$ cat config.mk
export PLATFORM = sky130hd
export DESIGN_NAME = sleep_output_regs
export DESIGN_NICKNAME = d
export VERILOG_FILES = /design/src/design/sleep_output_pkg.sv /design/src/design/axis_lock_if.sv /design/src/design/axis_read_lock.sv /design/src/design/sample_pacer.sv /design/src/design/sleep_output_regs.sv
export VERILOG_INCLUDE_DIRS = /design/src /design/src/design
export SDC_FILE = /design/constraint.sdc
export NUM_CORES = 1
export LEC_CHECK = 0
export BUFFER_PORTS_ARGS = -buffer_cell sky130_fd_sc_hd__buf_2
export CORE_MARGIN = 4
export CORE_UTILIZATION = 40
export CTS_BUF_LIST = sky130_fd_sc_hd__clkbuf_16
export DETAILED_ROUTE_END_ITERATION = 7
export SYNTH_ARGS = -nofsm -noshare
export SYNTH_HDL_FRONTEND = slang
export SYNTH_SLANG_ARGS = --single-unit
$ cat constraint.sdc
create_clock -name clock_in -period 3.1 [get_ports clock_in]
set_clock_uncertainty 0.15 [all_clocks]
set_input_delay 0.62 -clock clock_in [delete_from_list [all_inputs] [get_ports clock_in]]
set_output_delay 0.62 -clock clock_in [all_outputs]
set_load 0.01 [all_outputs]
$ cat src/design/sleep_output_defines.svh
`ifndef SLEEP_OUTPUT_DEFINES_SVH
`define SLEEP_OUTPUT_DEFINES_SVH

// ----------------------------------------------------------------------
// Register offsets
// ----------------------------------------------------------------------
`define OFS_SLEEP_PROFILE_CONFIG 8'h12
`define OFS_DATA_OUTPUT_CONFIG   8'h13
`define OFS_DATA_X_LOW           8'h02
`define OFS_DATA_X_HIGH          8'h03
`define OFS_DATA_Y_LOW           8'h04
`define OFS_DATA_Y_HIGH          8'h05
`define OFS_DATA_Z_LOW           8'h06
`define OFS_DATA_Z_HIGH          8'h07
`define OFS_STATUS               8'h20

// ----------------------------------------------------------------------
// Field positions and reset values
// ----------------------------------------------------------------------
`define BIT_PROFILE_SELECT       6
`define BIT_TIMEBASE_SELECT      5
`define BIT_UNFILTERED_SELECT    7
`define BIT_LOCK_DISABLE         6
`define RST_SLEEP_PROFILE_CONFIG 8'h00
`define RST_DATA_OUTPUT_CONFIG   8'h00
`define MASK_SLEEP_PROFILE       8'h60
`define MASK_DATA_OUTPUT         8'hC0

// ----------------------------------------------------------------------
// Timing
// ----------------------------------------------------------------------
`define CLOCK_PERIOD_NS          100
`define SLOW_WRITE_GAP_NS        400
`define SLOW_WRITE_GAP_CYCLES    ((`SLOW_WRITE_GAP_NS + `CLOCK_PERIOD_NS - 1) / `CLOCK_PERIOD_NS)
`define SAMPLE_PERIOD_CYCLES     16

`endif

$ cat src/design/sleep_output_pkg.sv
package sleep_output_pkg;

    typedef enum logic {
        DEEP_SAVING_PROFILE,
        LIGHT_SAVING_PROFILE
    } profile_t;

    typedef enum logic [1:0] {
        RUN_FULL,
        RUN_DUTY_CYCLED,
        RUN_HALTED
    } run_state_t;

endpackage

$ cat src/design/axis_lock_if.sv
`timescale 1ns/1ps
interface axis_lock_if;
    logic        lock_enable;
    logic        sample_valid;
    logic [15:0] sample;
    logic        low_read;
    logic        high_read;
    logic [7:0]  low_byte;
    logic [7:0]  high_byte;

    modport owner (
        output lock_enable,
        output sample_valid,
        output sample,
        output low_read,
        output high_read,
        input  low_byte,
        input  high_byte
    );

    modport lock (
        input  lock_enable,
        input  sample_valid,
        input  sample,
        input  low_read,
        input  high_read,
        output low_byte,
        output high_byte
    );
endinterface

$ cat src/design/axis_read_lock.sv
`timescale 1ns/1ps
module axis_read_lock (
    input  wire logic   clock_in,
    input  wire logic   nrst_in,
    axis_lock_if.lock   port
);
    logic [7:0] low_reg;
    logic [7:0] low_next;
    logic [7:0] high_reg;
    logic [7:0] high_next;
    logic       frozen_reg;
    logic       frozen_next;

    // ------------------------------------------------------------------
    // Freeze of the high byte between a low read and a high read.
    // ------------------------------------------------------------------
    always_comb begin
        low_next    = low_reg;
        high_next   = high_reg;
        frozen_next = frozen_reg;
        if (!port.lock_enable) begin
            frozen_next = 1'b0;
        end else if (port.low_read) begin
            frozen_next = 1'b1;
        end else if (port.high_read) begin
            frozen_next = 1'b0;
        end
        if (port.sample_valid) begin
            low_next = port.sample[7:0];
            if (!frozen_next) begin
                high_next = port.sample[15:8];
            end
        end
    end

    always_ff @(posedge clock_in or negedge nrst_in) begin
        if (!nrst_in) begin
            low_reg    <= 8'h00;
            high_reg   <= 8'h00;
            frozen_reg <= 1'b0;
        end else begin
            low_reg    <= low_next;
            high_reg   <= high_next;
            frozen_reg <= frozen_next;
        end
    end

    assign port.low_byte  = low_reg;
    assign port.high_byte = high_reg;
endmodule

$ cat src/design/sample_pacer.sv
`timescale 1ns/1ps
`include "sleep_output_defines.svh"
module sample_pacer #(
    parameter int PERIOD = `SAMPLE_PERIOD_CYCLES
) (
    input  wire logic clock_in,
    input  wire logic nrst_in,
    input  wire logic duty_cycled_in,
    input  wire logic equidistant_in,
    input  wire logic event_in,
    output logic      take_out
);
    logic [15:0] count_reg;
    logic [15:0] count_next;
    logic        take_next;

    // ------------------------------------------------------------------
    // Wake-up spacing for the duty-cycled state.
    // ------------------------------------------------------------------
    always_comb begin
        count_next = count_reg;
        take_next  = 1'b0;
        if (!duty_cycled_in) begin
            count_next = 16'h0000;
            take_next  = event_in;
        end else if (equidistant_in) begin
            if (count_reg == 16'(PERIOD - 1)) begin
                count_next = 16'h0000;
                take_next  = 1'b1;
            end else begin
                count_next = count_reg + 16'h0001;
            end
        end else begin
            count_next = 16'h0000;
            take_next  = event_in;
        end
    end

    always_ff @(posedge clock_in or negedge nrst_in) begin
        if (!nrst_in) begin
            count_reg <= 16'h0000;
            take_out  <= 1'b0;
        end else begin
            count_reg <= count_next;
            take_out  <= take_next;
        end
    end
endmodule

$ cat src/design/sleep_output_regs.sv
`timescale 1ns/1ps
`include "sleep_output_defines.svh"
// Operation
// - Deep profile lowers halted and duty power further and blocks FIFO access while halted or duty-cycled.
// - Light profile keeps FIFO reachable and takes writes at full speed.
// - Light profile duty-cycled power stays below full-run power.
// - Time-base bit 0 spaces duty-cycled wake-ups by events.
// - Time-base bit 1 samples at equal intervals while duty-cycled.
// - Evenly spaced FIFO entry guaranteed only under equidistant time base.
// - Output bit 1 gives unfiltered data, 0 gives filtered data.
// - Lock-disable bit 1 turns read-out lock off, 0 turns it on.
// - With lock on, low-byte read freezes that axis high byte.
// - With lock on, high-byte read releases the frozen high byte.
module sleep_output_regs #(
    parameter int SAMPLE_PERIOD = `SAMPLE_PERIOD_CYCLES,
    parameter int WRITE_GAP     = `SLOW_WRITE_GAP_CYCLES
) (
    input  wire logic        clock_in,
    input  wire logic        nrst_in,
    input  wire logic [7:0]  addr_in,
    input  wire logic [7:0]  wdata_in,
    input  wire logic        write_in,
    input  wire logic        read_in,
    output logic      [7:0]  rdata_out,
    input  wire logic [1:0]  run_state_in,
    input  wire logic        sample_event_in,
    input  wire logic [47:0] filtered_in,
    input  wire logic [47:0] unfiltered_in,
    input  wire logic        fifo_request_in,
    output logic             fifo_enable_out,
    output logic             deep_power_cut_out,
    output logic             duty_power_cut_out,
    output logic             sample_take_out,
    output logic             write_dropped_out
);
    logic [7:0]  profile_reg;
    logic [7:0]  profile_next;
    logic [7:0]  output_reg;
    logic [7:0]  output_next;
    logic [7:0]  rdata_next;
    logic [7:0]  gap_reg;
    logic [7:0]  gap_next;
    logic        dropped_reg;
    logic        dropped_next;
    logic        fifo_next;
    logic        deep_cut_next;
    logic        duty_cut_next;
    logic        deep_sel;
    logic        duty_cycled;
    logic        halted;
    logic        write_ok;
    logic        take;
    logic [47:0] sample_sel;
    logic [2:0]  low_hit;
    logic [2:0]  high_hit;
    logic [7:0]  low_bytes  [3];
    logic [7:0]  high_bytes [3];
    logic [1:0]  rs_q1;
    logic [1:0]  rs_q2;
    logic [1:0]  rs_q3;
    logic [1:0]  rs_stable;
    logic [1:0]  rs_stable_next;

    // ------------------------------------------------------------------
    // Run-state input synchroniser; a change counts when the last two stages agree.
    // ------------------------------------------------------------------
    always_ff @(posedge clock_in or negedge nrst_in) begin
        if (!nrst_in) begin
            rs_q1     <= 2'h0;
            rs_q2     <= 2'h0;
            rs_q3     <= 2'h0;
            rs_stable <= 2'h0;
        end else begin
            rs_q1 <= run_state_in;
            rs_q2 <= rs_q1;
            rs_q3 <= rs_q2;
            rs_stable <= rs_stable_next;
        end
    end

    always_comb begin
        rs_stable_next = rs_stable;
        if (rs_q2 == rs_q3) begin
            rs_stable_next = rs_q3;
        end
    end

    assign deep_sel    = profile_reg[`BIT_PROFILE_SELECT] ==
                         1'(sleep_output_pkg::DEEP_SAVING_PROFILE);
    assign duty_cycled = rs_stable == 2'(sleep_output_pkg::RUN_DUTY_CYCLED);
    assign halted      = rs_stable == 2'(sleep_output_pkg::RUN_HALTED);
    // Under the deep profile, while duty-cycled or halted, a write inside the gap after another is dropped.
    assign write_ok    = !(deep_sel && (duty_cycled || halted)) || gap_reg == 8'h00;

    // ------------------------------------------------------------------
    // Register file writes and write gap.
    // ------------------------------------------------------------------
    always_comb begin
        profile_next = profile_reg;
        output_next  = output_reg;
        gap_next     = (gap_reg != 8'h00) ? gap_reg - 8'h01 : 8'h00;
        dropped_next = 1'b0;
        if (write_in) begin
            if (write_ok) begin
                case (addr_in)
                    `OFS_SLEEP_PROFILE_CONFIG: begin
                        profile_next = wdata_in & `MASK_SLEEP_PROFILE;
                    end
                    `OFS_DATA_OUTPUT_CONFIG: begin
                        output_next = wdata_in & `MASK_DATA_OUTPUT;
                    end
                    default: begin
                    end
                endcase
                gap_next = 8'(WRITE_GAP - 1);
            end else begin
                dropped_next = 1'b1;
            end
        end
    end

    // ------------------------------------------------------------------
    // Read path; data stand for one cycle, then the bus returns to zero.
    // ------------------------------------------------------------------
    always_comb begin
        rdata_next = 8'h00;
        if (read_in) begin
            case (addr_in)
                `OFS_SLEEP_PROFILE_CONFIG: rdata_next = profile_reg;
                `OFS_DATA_OUTPUT_CONFIG:   rdata_next = output_reg;
                `OFS_DATA_X_LOW:           rdata_next = low_bytes[0];
                `OFS_DATA_X_HIGH:          rdata_next = high_bytes[0];
                `OFS_DATA_Y_LOW:           rdata_next = low_bytes[1];
                `OFS_DATA_Y_HIGH:          rdata_next = high_bytes[1];
                `OFS_DATA_Z_LOW:           rdata_next = low_bytes[2];
                `OFS_DATA_Z_HIGH:          rdata_next = high_bytes[2];
                `OFS_STATUS:               rdata_next = {5'h00, rs_stable, fifo_enable_out};
                default:                   rdata_next = 8'h00;
            endcase
        end
    end

    // ------------------------------------------------------------------
    // Power and FIFO gating.
    // ------------------------------------------------------------------
    always_comb begin
        fifo_next     = fifo_request_in;
        deep_cut_next = 1'b0;
        duty_cut_next = duty_cycled;
        if ((duty_cycled || halted) && deep_sel) begin
            fifo_next     = 1'b0;
            deep_cut_next = 1'b1;
        end
    end

    always_ff @(posedge clock_in or negedge nrst_in) begin
        if (!nrst_in) begin
            profile_reg        <= `RST_SLEEP_PROFILE_CONFIG;
            output_reg         <= `RST_DATA_OUTPUT_CONFIG;
            gap_reg            <= 8'h00;
            dropped_reg        <= 1'b0;
            rdata_out          <= 8'h00;
            fifo_enable_out    <= 1'b0;
            deep_power_cut_out <= 1'b0;
            duty_power_cut_out <= 1'b0;
        end else begin
            profile_reg        <= profile_next;
            output_reg         <= output_next;
            gap_reg            <= gap_next;
            dropped_reg        <= dropped_next;
            rdata_out          <= rdata_next;
            fifo_enable_out    <= fifo_next;
            deep_power_cut_out <= deep_cut_next;
            duty_power_cut_out <= duty_cut_next;
        end
    end

    assign write_dropped_out = dropped_reg;

    // ------------------------------------------------------------------
    // Sample pacing and per-axis read-out lock.
    // ------------------------------------------------------------------
    sample_pacer #(
        .PERIOD (SAMPLE_PERIOD)
    ) pacer (
        .clock_in       (clock_in),
        .nrst_in        (nrst_in),
        .duty_cycled_in (duty_cycled),
        .equidistant_in (profile_reg[`BIT_TIMEBASE_SELECT]),
        .event_in       (sample_event_in),
        .take_out       (take)
    );

    assign sample_take_out = take;
    assign sample_sel = output_reg[`BIT_UNFILTERED_SELECT] ? unfiltered_in : filtered_in;
    assign low_hit  = {read_in && addr_in == `OFS_DATA_Z_LOW,
                       read_in && addr_in == `OFS_DATA_Y_LOW,
                       read_in && addr_in == `OFS_DATA_X_LOW};
    assign high_hit = {read_in && addr_in == `OFS_DATA_Z_HIGH,
                       read_in && addr_in == `OFS_DATA_Y_HIGH,
                       read_in && addr_in == `OFS_DATA_X_HIGH};

    for (genvar a = 0; a < 3; a++) begin : g_axis
        axis_lock_if link ();
        assign link.lock_enable  = !output_reg[`BIT_LOCK_DISABLE];
        assign link.sample_valid = take;
        assign link.sample       = sample_sel[16*a +: 16];
        assign link.low_read     = low_hit[a];
        assign link.high_read    = high_hit[a];
        assign low_bytes[a]      = link.low_byte;
        assign high_bytes[a]     = link.high_byte;
        axis_read_lock lock (
            .clock_in (clock_in),
            .nrst_in  (nrst_in),
            .port     (link.lock)
        );
    end
endmodule

==> metrics.txt <==
post-cts repair resize count 0; postcts setup bufs 0; TNS Setup 0 ns; most common cell after layout, fill and taps aside buf_2; LEAKAGE about 0.0027 uW; Hold Vio Cnt, Final 0; fin crit period around 2.4 ns; placement row count 40; sum of buffers and inverters on the critical path 0; final wirelength about 12 mm; die area between 10000 and 15000 sq um; CTS H-tree depth 3; CORE AREA between 10000 and 15000 sq um; adder-cell share of the synthesized area 1.005%; commonest non-fill, non-tap cells in the layout buf_2 (126), dfrtp_1 (98), nor2_1 (71), mux2_2 (52), mux2i_1 (37); unique cell type count in the Yosys netlist 47; Gate power share ~17%; complex-gate fraction of the synthesized area 8.239%; largest family of logic cells by synthesized area multiplexers; Clk Latency, worst-skew pair between 0.3 and 0.4 ns; I/O pin cnt between 100 and 150; Power Dens Cells ~520 nW/um^2; Sink Count 100; Max stage delay on crit path a little over 0.6 ns; CTS tree yes; Top FF cell, synth dfrtp_1; initial antenna violation count 0; port bufs ~130; hold buffer count at cts 0; critical path launch point type flip-flop; effective utilization at floorplan ~41%; crit path DAT between 2 and 3 ns; status finished, final reports clean; Tightest Hold Check Type primary input to async pin; Synth Cell Area 4981 sq um; sequential power share a little under 50%; fin crit share between 70% and 80%; Die W around 120 microns; Worst Reg-to-Reg Cells 5; Post-Synth Simple-Gate Area approximately 14%; largest net degree at the start of global routing 52; Worst Setup Path Type flip-flop to flip-flop; CP max FO 5; Post-Syn Area per Cell ~11 sq um; Num CTS Buffers 9; Clock Tree Root clkbuf_16; crit-path leading delay family simple AND/OR/NAND/NOR gates; Post-synth EDFFs 0; XOR/XNOR Fraction of Synth Area around 3.7%; synth-to-layout area growth 22.38%; clock network power share 34.6%; actual slew at the worst max-slew pin 0.8025 ns; post-route ant nets 0; WL per Instance around 15 microns; Worst Hold Margin 0.1451 ns; vias in the first global route 3832; # diodes 0; fmax just over 400 MHz; VDD IR max approximately 0.23 mV; total congestion overflow 0; Levels on crit path 5; CP cell instances or4_1 -> nor4b_2 -> nor3_1 -> nor2_1 -> mux2_2; Max Cap Viol 0; Mapped Nets 581; 1st-iter DRT viols around 210; Seq/Total Area, Yosys between 50% and 60%; Seq cells post-synth 100; relative slew slack 46.50%; Worst-path clk slew around 0.08 ns; first-pass detailed-route iteration total 4; RSZ-0062 raised after global routing no; Cells after Synth 457; Setup WS pre-CTS about 0.31 ns; final core utilization 50.33%; CP required about 3.2 ns; Yosys Warn Count 0; Final Wtd Congestion 0.8891; Clock Tree Buf Depth 2; Worst path slowest cell or4_1; Pint 2264 uW; total number of vias between 3000 and 4000; Die Ht about 120 microns; Async SR Flop Fraction 100.0%; setup ws final ~0.67 ns; Critical Path Sink Type flip-flop; NumNets Final about 700; global-route wire length before repair roughly 19 mm; DRC viols 0; max-slew violation count 0; share of layout cells above drive strength 1 36.41%; placed wire-length estimate 8.739 mm; average via count per standard cell around 5.0; total track usage around 17%; Finish-stage setup viols 0; multiplexer share of the synthesized area roughly a fifth; Sw Pwr 906.3 uW; Sw Ratio 28.59%
==> per-layer routing <==
| metal | vias up | track usage, % | routed length (microns) |
|---|---|---|---|
| met4 | 0 | 5.440 | 171 |
| met1 | 1799 | 23.72 | 5459 |
| met3 | 11 | 2.733 | 621 |
| li1 | 1858 | - | - |
| met5 | - | 0 | 0 |
| met2 | 111 | 26.34 | 5327 |
==> worst register-to-register path, stage by stage, from the launching register on <==
cell     delay, ns
dfrtp_1       0.41
or4_1         0.62
nor4b_2       0.44
nor3_1        0.16
nor2_1        0.19
mux2_2        0.35
==> power groups by stage <==
| stage | clock [uW] | combinational [uW] | sequential, uW |
|---|---|---|---|
| floorplan | 0 | 358 | 1520 |
| global placement | 0 | 534 | 1550 |
| detailed placement | 0 | 555 | 1550 |
| CTS | 1110 | 558 | 1530 |
| global route | 1170 | 620 | 1540 |
| finish | 1100 | 550 | 1520 |
==> final cells by class <==
type	instances	area (sq um)
clock buffers	9	225.2
clock inverters	7	65.06
fillers	1119	6016
inverters	9	33.78
multi-input cells	326	2354
flip-flops and latches	100	2505
well taps	168	210.2
repair buffers	134	703.2
==> kinds of logic (layout without fill, tap and decap cells) <==
family,count (synthesis),count (layout)
compound gates,68,68
simple gates,142,142
fa+ha+maj,4,4
buf+inv,31,159
flops,100,100
xor+xnor,21,21
mux,91,91
==> cells in the mapped netlist (2+ instances only) <==
master / number / area, sq um
clkbuf_1: 12 / 45.04
nor2_1: 71 / 266.5
or4_1: 2 / 15.01
nand2b_1: 7 / 43.79
buf_1: 8 / 30.03
nand2_1: 13 / 48.80
nand3_1: 10 / 50.05
o21ai_0: 10 / 50.05
mux4_2: 2 / 45.04
and3_1: 5 / 31.28
xnor2_1: 18 / 157.7
a31oi_1: 4 / 25.02
a22o_1: 2 / 17.52
a21oi_1: 36 / 180.2
nor4_1: 10 / 62.56
dfrtp_1: 100 / 2502
inv_1: 8 / 30.03
mux2_2: 52 / 585.6
xor2_1: 3 / 26.28
a22oi_1: 7 / 52.55
nor3_1: 5 / 25.02
o21ai_4: 2 / 32.53
ha_1: 4 / 50.05
nor2b_1: 3 / 18.77
nand4_1: 3 / 18.77
and2_1: 3 / 18.77
mux2i_1: 37 / 370.4
==> through the flow <==
stage               instances  power [uW]  area, sq um
detailed placement        737        2107         5806
floorplan                 457        1876         4981
finish                    753        3170         6096
global route              753        3335         6096
CTS                       753        3198         6096
global placement          737        2081         5806
==> final timing paths <==
path | to | from | slack (ns)
max | output_reg[7]$_DFFE_PN0P_ | gap_reg[4]$_DFF_PN0_ | 0.67
min | pacer.count_reg[12]$_DFF_PN0_ | nrst_in | 0.15
max reg2reg | output_reg[7]$_DFFE_PN0P_ | gap_reg[4]$_DFF_PN0_ | 0.67
min reg2reg | rs_q2[1]$_DFF_PN0_ | rs_q1[1]$_DFF_PN0_ | 0.21
max in group asynchronous | g_axis[0].lock.port.low_byte[0]$_DFFE_PN0P_ | nrst_in | 1.96
min in group clock_in | rs_q2[1]$_DFF_PN0_ | rs_q1[1]$_DFF_PN0_ | 0.21
Power figures use the tool's default switching activity.
